[src/logic/ddc_cfg_pkg.sv]
// shared constants, types and decode functions for the ddc configuration block
package ddc_cfg_pkg;
  localparam int          SAMPLE_W       = 16;
  localparam int          FIFO_DEPTH     = 4;
  localparam int          GAIN_BIT       = 6;
  localparam int          C2R_BIT        = 3;
  localparam logic [9:0]  IDX_PATH       = 10'h370;
  localparam logic [9:0]  IDX_EXT_DECIM  = 10'h371;
  localparam logic [9:0]  IDX_NCO_CTRL   = 10'h374;
  localparam logic [9:0]  IDX_STATUS     = 10'h37f;
  localparam logic [11:0] ADDR_PATH      = {IDX_PATH, 2'b00};
  localparam logic [11:0] ADDR_EXT_DECIM = {IDX_EXT_DECIM, 2'b00};
  localparam logic [11:0] ADDR_NCO_CTRL  = {IDX_NCO_CTRL, 2'b00};
  localparam logic [11:0] ADDR_STATUS    = {IDX_STATUS, 2'b00};
  localparam logic [7:0]  PATH_RESET     = 8'h00;
  localparam logic [7:0]  EXT_RESET      = 8'h00;
  localparam logic [7:0]  NCO_RESET      = 8'h00;
  localparam logic [7:0]  PATH_WMASK     = 8'h4f;
  localparam logic [7:0]  EXT_WMASK      = 8'hf0;
  localparam logic [7:0]  NCO_WMASK      = 8'hff;
  localparam logic [3:0]  COUNT_RESET    = 4'h0;
  localparam logic [2:0]  DSEL_EXT       = 3'h7;
  localparam logic [3:0]  MODE_REG       = 4'h0;
  localparam logic [3:0]  MODE_PINS      = 4'h1;
  localparam logic [3:0]  MODE_EDGE_ONE  = 4'h8;
  localparam logic [3:0]  MODE_EDGE_TWO  = 4'ha;

  typedef enum logic [1:0] {
    APB_IDLE   = 2'h1,
    APB_ANSWER = 2'h2
  } apb_phase_type;

  typedef struct packed {
    logic signed [SAMPLE_W-1:0] i;
    logic signed [SAMPLE_W-1:0] q;
  } sample_type;

  typedef struct packed {
    logic fifth_band_stage;
    logic third_band_stage;
    logic halfband_stage_four;
    logic halfband_stage_three;
    logic halfband_stage_two;
    logic halfband_stage_one;
  } stage_mask_type;

  typedef struct packed {
    apb_phase_type  phase;
    logic [7:0]     path;
    logic [7:0]     ext;
    logic [7:0]     nco;
    logic [7:0]     rdata;
    logic           err;
    logic [1:0]     mix_phase;
    logic [5:0]     decim_cnt;
    logic [5:0]     ratio;
    stage_mask_type stages;
    logic [3:0]     active_ch;
  } core_state_type;

  localparam core_state_type CORE_RESET = '{phase: APB_IDLE, path: PATH_RESET,
    ext: EXT_RESET, nco: NCO_RESET, default: '0};

  // ratio with real output; unlisted extended codes act as code 0
  function automatic logic [5:0] real_ratio(input logic [2:0] sel, input logic [3:0] ext);
    case (sel)
      3'h0: real_ratio = 6'h02;
      3'h1: real_ratio = 6'h04;
      3'h2: real_ratio = 6'h08;
      3'h3: real_ratio = 6'h01;
      3'h4: real_ratio = 6'h03;
      3'h5: real_ratio = 6'h06;
      3'h6: real_ratio = 6'h0c;
      default: begin
        case (ext)
          4'h2: real_ratio = 6'h05;
          4'h3: real_ratio = 6'h0a;
          4'h4: real_ratio = 6'h14;
          default: real_ratio = 6'h18;
        endcase
      end
    endcase
  endfunction

  function automatic logic [5:0] decim_ratio(input logic [2:0] sel, input logic [3:0] ext,
                                             input logic c2r);
    logic [5:0] base;
    base = real_ratio(sel, ext);
    decim_ratio = c2r ? base : {base[4:0], 1'b0};
  endfunction

  function automatic stage_mask_type stage_mask(input logic [2:0] sel, input logic [3:0] ext);
    case (sel)
      3'h0: stage_mask = 6'b000011;
      3'h1: stage_mask = 6'b000111;
      3'h2: stage_mask = 6'b001111;
      3'h3: stage_mask = 6'b000001;
      3'h4: stage_mask = 6'b010001;
      3'h5: stage_mask = 6'b010011;
      3'h6: stage_mask = 6'b010111;
      default: begin
        case (ext)
          4'h2: stage_mask = 6'b100001;
          4'h3: stage_mask = 6'b100011;
          4'h4: stage_mask = 6'b100111;
          default: stage_mask = 6'b011111;
        endcase
      end
    endcase
  endfunction

  function automatic logic [SAMPLE_W-1:0] sat_double(input logic [SAMPLE_W-1:0] x);
    if (x[SAMPLE_W-1] != x[SAMPLE_W-2]) begin
      sat_double = x[SAMPLE_W-1] ? {1'b1, {(SAMPLE_W-1){1'b0}}} : {1'b0, {(SAMPLE_W-1){1'b1}}};
    end else begin
      sat_double = {x[SAMPLE_W-2:0], 1'b0};
    end
  endfunction

  function automatic logic [SAMPLE_W-1:0] neg_sat(input logic [SAMPLE_W-1:0] x);
    if (x == {1'b1, {(SAMPLE_W-1){1'b0}}}) begin
      neg_sat = {1'b0, {(SAMPLE_W-1){1'b1}}};
    end else begin
      neg_sat = -x;
    end
  endfunction
endpackage

[src/logic/sample_fifo.sv]
// flop based fifo with valid and ready on both sides
`timescale 1ns/1ps
module sample_fifo #(
  parameter int WIDTH = 32,
  parameter int DEPTH = 4
)(
  input  wire logic             clk,
  input  wire logic             reset,
  input  wire logic             in_valid,
  output logic                  in_ready,
  input  wire logic [WIDTH-1:0] in_data,
  output logic                  out_valid,
  input  wire logic             out_ready,
  output logic [WIDTH-1:0]      out_data
);
  localparam int            PW       = $clog2(DEPTH);
  localparam logic [PW:0]   CNT_FULL = (PW+1)'(DEPTH);
  localparam logic [PW-1:0] PTR_LAST = PW'(DEPTH - 1);

  typedef struct packed {
    logic [DEPTH-1:0][WIDTH-1:0] mem;
    logic [PW-1:0]               wr;
    logic [PW-1:0]               rd;
    logic [PW:0]                 count;
  } fifo_state_type;

  fifo_state_type s_r;
  fifo_state_type s_nxt;
  logic           do_push;
  logic           do_pop;

  assign in_ready  = (s_r.count != CNT_FULL);
  assign out_valid = (s_r.count != '0);
  assign out_data  = s_r.mem[s_r.rd];
  assign do_push   = in_valid && in_ready;
  assign do_pop    = out_valid && out_ready;

  always_comb begin
    s_nxt = s_r;
    if (do_push) begin
      s_nxt.mem[s_r.wr] = in_data;
      s_nxt.wr = (s_r.wr == PTR_LAST) ? '0 : s_r.wr + 1'b1;
    end
    if (do_pop) begin
      s_nxt.rd = (s_r.rd == PTR_LAST) ? '0 : s_r.rd + 1'b1;
    end
    if (do_push && !do_pop) begin
      s_nxt.count = s_r.count + 1'b1;
    end else if (do_pop && !do_push) begin
      s_nxt.count = s_r.count - 1'b1;
    end
  end

  always_ff @(posedge clk or posedge reset) begin
    if (reset) begin
      s_r <= '0;
    end else begin
      s_r <= s_nxt;
    end
  end
endmodule

[src/logic/edge_channel_counter.sv]
// pin edge counter that picks the nco channel in the edge modes
`timescale 1ns/1ps
module edge_channel_counter
  import ddc_cfg_pkg::*;
(
  input  wire logic       clk,
  input  wire logic       reset,
  input  wire logic       first_select_pin,
  input  wire logic       second_select_pin,
  input  wire logic       count_en,
  input  wire logic       use_second,
  input  wire logic [3:0] wrap_limit,
  output logic [3:0]      count
);
  typedef struct packed {
    logic [3:0] cnt;
    logic       first_d;
    logic       second_d;
  } edge_state_type;

  edge_state_type s_r;
  edge_state_type s_nxt;
  logic           rise;

  assign count = s_r.cnt;

  always_comb begin
    s_nxt = s_r;
    s_nxt.first_d = first_select_pin;
    s_nxt.second_d = second_select_pin;
    rise = use_second ? (second_select_pin && !s_r.second_d)
                      : (first_select_pin && !s_r.first_d);
    if (count_en && rise) begin
      if (s_r.cnt >= wrap_limit) begin
        s_nxt.cnt = COUNT_RESET;
      end else begin
        s_nxt.cnt = s_r.cnt + 4'h1;
      end
    end
  end

  always_ff @(posedge clk or posedge reset) begin
    if (reset) begin
      s_r <= '{cnt: COUNT_RESET, default: '0};
    end else begin
      s_r <= s_nxt;
    end
  end
endmodule

[src/logic/ddc_decimation_nco_select.sv]
// ddc channel gain, real conversion, decimation select and nco channel select
//
// Register access over APB was chosen for this implementation.
`timescale 1ns/1ps
module ddc_decimation_nco_select
  import ddc_cfg_pkg::*;
#(
  parameter int DEPTH = FIFO_DEPTH
)(
  input  wire logic                CLK,
  input  wire logic                RESET,
  input  wire logic                PSEL,
  input  wire logic                PENABLE,
  input  wire logic                PWRITE,
  input  wire logic [11:0]         PADDR,
  input  wire logic [31:0]         PWDATA,
  input  wire logic [3:0]          PSTRB,
  output logic                     PREADY,
  output logic [31:0]              PRDATA,
  output logic                     PSLVERR,
  input  wire logic                S_VALID,
  output logic                     S_READY,
  input  wire logic [SAMPLE_W-1:0] S_I,
  input  wire logic [SAMPLE_W-1:0] S_Q,
  output logic                     M_VALID,
  input  wire logic                M_READY,
  output logic [SAMPLE_W-1:0]      M_I,
  output logic [SAMPLE_W-1:0]      M_Q,
  input  wire logic                FIRST_SELECT_PIN,
  input  wire logic                SECOND_SELECT_PIN,
  output logic [3:0]               NCO_CHANNEL,
  output logic [3:0]               MAP_CHANNEL,
  output logic [5:0]               DECIM_RATIO,
  output logic [5:0]               STAGE_ENABLES,
  output logic                     REAL_OUTPUT,
  output logic                     GAIN_ON
);
  core_state_type s_r;
  core_state_type s_nxt;
  sample_type     in_smp;
  sample_type     mix_smp;
  sample_type     push_smp;
  sample_type     pop_smp;
  logic           gain_on;
  logic           c2r_on;
  logic           in_fire;
  logic           push;
  logic           fifo_ready;
  logic           fifo_valid;
  logic [2:0]     dsel;
  logic [3:0]     ext_code;
  logic [3:0]     mode;
  logic [3:0]     map_ch;
  logic [3:0]     edge_count;
  logic           edge_en;
  logic           mapped;
  logic [7:0]     rd_val;
  logic [31:0]    pop_bits;

  assign gain_on  = s_r.path[GAIN_BIT];
  assign c2r_on   = s_r.path[C2R_BIT];
  assign dsel     = s_r.path[2:0];
  assign ext_code = s_r.ext[7:4];
  assign mode     = s_r.nco[7:4];
  assign map_ch   = s_r.nco[3:0];
  assign in_smp   = '{i: S_I, q: S_Q};
  assign in_fire  = S_VALID && S_READY;
  assign push     = in_fire && (s_r.decim_cnt == 6'h00);
  assign edge_en  = (mode == MODE_EDGE_ONE) || (mode == MODE_EDGE_TWO);

  // sample path: fs/4 mix for real output, then optional gain
  always_comb begin
    mix_smp = in_smp;
    if (c2r_on) begin
      case (s_r.mix_phase)
        2'h0: begin
          mix_smp.i = in_smp.i;
        end
        2'h1: begin
          mix_smp.i = neg_sat(in_smp.q);
        end
        2'h2: begin
          mix_smp.i = neg_sat(in_smp.i);
        end
        default: begin
          mix_smp.i = in_smp.q;
        end
      endcase
      mix_smp.q = '0;
    end
    push_smp = mix_smp;
    if (gain_on) begin
      push_smp.i = sat_double(mix_smp.i);
      push_smp.q = sat_double(mix_smp.q);
    end
  end

  // register read decode
  always_comb begin
    mapped = 1'b1;
    rd_val = 8'h00;
    if (PADDR == ADDR_PATH) begin
      rd_val = s_r.path;
    end else if (PADDR == ADDR_EXT_DECIM) begin
      rd_val = s_r.ext;
    end else if (PADDR == ADDR_NCO_CTRL) begin
      rd_val = s_r.nco;
    end else if (PADDR == ADDR_STATUS) begin
      rd_val = {edge_count, s_r.active_ch};
    end else begin
      mapped = 1'b0;
    end
  end

  always_comb begin
    s_nxt = s_r;
    // apb slave with one wait state
    case (s_r.phase)
      APB_IDLE: begin
        if (PSEL && PENABLE) begin
          s_nxt.phase = APB_ANSWER;
          s_nxt.rdata = rd_val;
          s_nxt.err = !mapped;
        end
      end
      APB_ANSWER: begin
        s_nxt.phase = APB_IDLE;
        if (PWRITE && PSTRB[0] && !s_r.err) begin
          if (PADDR == ADDR_PATH) begin
            s_nxt.path = PWDATA[7:0] & PATH_WMASK;
          end else if (PADDR == ADDR_EXT_DECIM) begin
            s_nxt.ext = PWDATA[7:0] & EXT_WMASK;
          end else if (PADDR == ADDR_NCO_CTRL) begin
            s_nxt.nco = PWDATA[7:0] & NCO_WMASK;
          end
        end
      end
      default: begin
        s_nxt.phase = APB_IDLE;
      end
    endcase
    // decimation and mixing phase advance on accepted samples
    if (in_fire) begin
      if (c2r_on) begin
        s_nxt.mix_phase = s_r.mix_phase + 2'h1;
      end
      if (s_r.decim_cnt + 6'h01 >= s_r.ratio) begin
        s_nxt.decim_cnt = 6'h00;
      end else begin
        s_nxt.decim_cnt = s_r.decim_cnt + 6'h01;
      end
    end
    s_nxt.ratio = decim_ratio(dsel, ext_code, c2r_on);
    s_nxt.stages = stage_mask(dsel, ext_code);
    // active nco channel
    case (mode)
      MODE_PINS: begin
        s_nxt.active_ch = {2'b00, SECOND_SELECT_PIN, FIRST_SELECT_PIN};
      end
      MODE_EDGE_ONE, MODE_EDGE_TWO: begin
        s_nxt.active_ch = edge_count;
      end
      default: begin
        s_nxt.active_ch = map_ch;
      end
    endcase
  end

  always_ff @(posedge CLK or posedge RESET) begin
    if (RESET) begin
      s_r <= CORE_RESET;
    end else begin
      s_r <= s_nxt;
    end
  end

  edge_channel_counter u_edge (
    .clk               (CLK),
    .reset             (RESET),
    .first_select_pin  (FIRST_SELECT_PIN),
    .second_select_pin (SECOND_SELECT_PIN),
    .count_en          (edge_en),
    .use_second        (mode == MODE_EDGE_TWO),
    .wrap_limit        (map_ch),
    .count             (edge_count)
  );

  sample_fifo #(
    .WIDTH (2 * SAMPLE_W),
    .DEPTH (DEPTH)
  ) u_fifo (
    .clk       (CLK),
    .reset     (RESET),
    .in_valid  (push),
    .in_ready  (fifo_ready),
    .in_data   (push_smp),
    .out_valid (fifo_valid),
    .out_ready (M_READY),
    .out_data  (pop_bits)
  );

  assign pop_smp       = pop_bits;
  assign S_READY       = fifo_ready;
  assign M_VALID       = fifo_valid;
  assign M_I           = pop_smp.i;
  assign M_Q           = pop_smp.q;
  assign PREADY        = (s_r.phase == APB_ANSWER);
  assign PRDATA        = {24'h000000, s_r.rdata};
  assign PSLVERR       = PREADY && s_r.err;
  assign NCO_CHANNEL   = s_r.active_ch;
  assign MAP_CHANNEL   = map_ch;
  assign DECIM_RATIO   = s_r.ratio;
  assign STAGE_ENABLES = s_r.stages;
  assign REAL_OUTPUT   = c2r_on;
  assign GAIN_ON       = gain_on;
endmodule

[config.mk]
export PLATFORM = sky130hd
export DESIGN_NAME = ddc_decimation_nco_select
export DESIGN_NICKNAME = d
export VERILOG_FILES = /design/src/logic/ddc_cfg_pkg.sv /design/src/logic/sample_fifo.sv /design/src/logic/edge_channel_counter.sv /design/src/logic/ddc_decimation_nco_select.sv
export SDC_FILE = /design/constraint.sdc
export NUM_CORES = 1
export LEC_CHECK = 0
export BUFFER_PORTS_ARGS = -buffer_cell sky130_fd_sc_hd__clkbuf_2
export CORE_MARGIN = 2
export CORE_UTILIZATION = 40
export CTS_CLUSTER_SIZE = 30
export DETAILED_ROUTE_END_ITERATION = 16
export PLACE_DENSITY = 0.58
export REMOVE_ABC_BUFFERS = 1
export SLEW_MARGIN = 10
export SYNTH_ARGS = -nofsm -noshare
export SYNTH_HDL_FRONTEND = slang
export SYNTH_HIERARCHICAL = 1
export SYNTH_SLANG_ARGS = --single-unit
[constraint.sdc]
create_clock -name CLK -period 4.4 [get_ports CLK]
set_clock_uncertainty 0.1 [all_clocks]
set_input_delay 0.66 -clock CLK [delete_from_list [all_inputs] [get_ports CLK]]
set_output_delay 0.66 -clock CLK [all_outputs]
set_load 0.005 [all_outputs]
==> results.toml <==
[status]
status = "finished, final reports clean"

[global_route]
grtUsageTotal = 0.191
grt_pass1_vias = 8127
antenna_found_initial = 0
grt_pass1_wl_mm = 45.5
grt_start_max_net_pins = 76
gr-total-overflow = 0

[yosys]
synth_ff_type = "dfrtp_1"
synth.distinct_cells = 87
ys_ff_latch = 193
synth_area_um2 = 11400
synthTopCellsByArea = "dfrtp_1 (42%), mux2_2 (14%), mux4_2 (6.3%)"
async_reset_ff_frac = 1.00
synth.avg_cell_area_um2 = 11.3
seq_area_frac_synth = 0.423
synth.top_cell.area_share = 0.421
synth_top_area_cell = "dfrtp_1"
synth_edf_count = 0
synthCells = 1014
yosysWarnings = 6

[route]
wl_mm = 27.9
routed.top_layer = "met4"
dr.pass1.iters = 5
wl_met1_mm = 13.2
wl_per_cell_um = 18.8
first_iter_violations = 720
met2WireLength_mm = 12.8
vias = 8158
vias_per_cell = 5.50
postRouteAntennaNets = 0
drc = 0
wl_met3_mm = 1.30

[cells_and_area]
area_growth_pct = 11.2
nets = 1211
final_common_cell = "dfrtp_1"
nFillCells = 2673
num_antenna_cells = 0
layout_common_cells = "dfrtp_1 (190), mux2_2 (146), clkbuf_2 (127), nand2_1 (64), o21ai_0 (53)"
multi_input_comb_area_um2 = 5790
drive_gt1_frac = 0.369
seqCellArea_um2 = 4830

[place]
port_buffers = 127
routabilityCongestion = 0.913
hpwlAfterDp_mm = 20.0
dp_slack_ps = 269

[critical_path]
arrival_ps = 4050
crit_slowest_cell = "ha_1"
start_kind = "primary input"
critPathLaunch = "S_I[0]"
timing.rr.end = "u_fifo/s_r[126]$_DFFE_PP0P_"
reg2reg_depth = 11
regToRegStartpoint = "s_r[23]$_DFFE_PP0P_"
cpPeakStageDelay_ps = 460
r2r_slack_ps = 910
critPathMaxFanout = 11
required_ps = 4670
end_kind = "flop"
critPathKind = "in -> reg"
path_cells = "clkbuf_2, inv_1, ha_1, nor3b_2, and3_2, a31o_2, a221oi_1, a21oi_1, inv_1, ha_1, buf_4, or2_2, a31oi_1, mux2_2"

[floorplanning]
dieArea_um2 = 29900
die_width_um = 173
floorplan.initialDensity = 0.409
design.core.area_um2 = 27900
ioPinCount = 179
rows = 61
die_h_um = 173

[sta]
fmax_mhz = 264
maxSlewViolCount = 0
rsz0062_at_grt = "false"
final.setup.tns_ps = 0
worst_slew_pin_slew_ps = 861
fin_crit_ps = 3780
slew_headroom = 0.425
fin_ws_ps = 618
finalHoldViolCount = 0
finalCritPeriodShare = 0.859
finalSetupViolCount = 0

[power]
pwr-share-seq = 0.341
internal_power_mw = 4.45
power.switching_mw = 2.59
p_total_mw = 7.04
p_comb_frac = 0.427
clkPwrFrac = 0.232
ir_drop_v = 0.000350
p_per_area_nw_per_um2 = 554
p_sw_frac = 0.369
leakage_nw = 5.78

[flow_run]
drv_cap = 0

[clock_tree]
htreeDepth = 4
clk_pin_slew_ps = 80
clkLatencyLatePin_ps = 430
cts_resized = 0
tritoncts = "done"
clock-sinks = 193
cts_buffers = 17
max-clock-path-buffers = 2
hold_buffers = 0
post_cts_buffers = 0
cts-root-buf = "clkbuf_16"

[hold_path]
hp-class = "in -> async"
==> per-layer routing <==
layer  up-vias  GRT usage
met1      4122      0.275
met3        27     0.0328
met5         -          0
met2       214      0.295
li1       3795          -
met4         0     0.0558
==> cell type report <==
class,instances,share of cell area
Multi-Input combinational cell,690,0.456
Sequential cell,193,0.381
Timing Repair Buffer,151,0.0662
Tap cell,378,0.0372
Clock buffer,18,0.0346
Clock inverter,13,0.0139
Inverter,40,0.0120
==> stage by stage <==
stage / hold WS (ps) / cell area [um2] / util / instances
after CTS: 78.4 / 12700 / 0.455 / 1483
after global routing: 101 / 12700 / 0.455 / 1483
final: 76.0 / 12700 / 0.455 / 1483
after global placement: 366 / 12100 / 0.433 / 1452
after floorplan: 351 / 10700 / - / 923
after detailed placement: 376 / 12100 / 0.433 / 1452
==> synthesized netlist by cell type (all sizes together) (6+ instances only) <==
cell / instances
nor3b: 8
inv: 39
nand3b: 10
a21oi: 30
nor4: 14
a22oi: 19
dfrtp: 192
a221oi: 11
a21o: 9
o21ai: 56
a31oi: 14
nand3: 23
nand4: 6
clkbuf: 33
nor2: 51
buf: 81
mux4: 32
nand2: 66
nor2b: 7
ha: 28
nor3: 16
a22o: 10
xnor2: 9
xor2: 8
o22ai: 6
or3: 8
mux2: 149
==> worst max-delay path, delay by kind of cell <==
kind	cells	cell delay (ps)
compound gates	4	980
buf+inv	4	580
mux	1	220
simple gates	3	950
fa+ha+maj	2	660
==> power by group through the flow <==
stage                     clock network [mW]  logic (mW)  registers, mW
after floorplan                            0        1.99           2.40
after global placement                     0        2.94           2.43
after detailed placement                   0        2.99           2.44
after CTS                               1.68        3.00           2.41
after global routing                    1.75        3.30           2.46
final                                   1.63        3.00           2.40
==> cells by family (layout without fill, tap and decap cells) <==
kind of cell,after synthesis,count (layout),synth area share
buffers and inverters,154,222,0.0803
DFF,193,193,0.423
AOI/OAI and AO/OA,194,194,0.117
adders and majority gates,29,29,0.0324
xor gates and xnor gates,17,17,0.0130
muxes,186,186,0.214
and+or+nand+nor,239,239,0.119
other,2,25,0.000658
==> flip-flops by register name, summed over array words and instances (netlist names), 6 cells and up <==
signal / cells
u_fifo/s_r: 135
s_r: 11
PRDATA: 8
DECIM_RATIO: 6
STAGE_ENABLES: 6
==> how the worst max path moves through the flow <==
stage | endpoint | slack, ps | depth (start not counted)
after global routing | u_fifo/s_r[126]$_DFFE_PP0P_ | 370 | 14
after global placement | u_fifo/s_r[126]$_DFFE_PP0P_ | 350 | 14
after floorplan | u_fifo/s_r[0]$_DFFE_PP0P_ | 30 | 1
after CTS | u_fifo/s_r[94]$_DFFE_PP0P_ | 690 | 14
after detailed placement | u_fifo/s_r[94]$_DFFE_PP0P_ | 270 | 14
final | u_fifo/s_r[126]$_DFFE_PP0P_ | 620 | 14
Note: power is estimated with default switching activity, not from simulation.
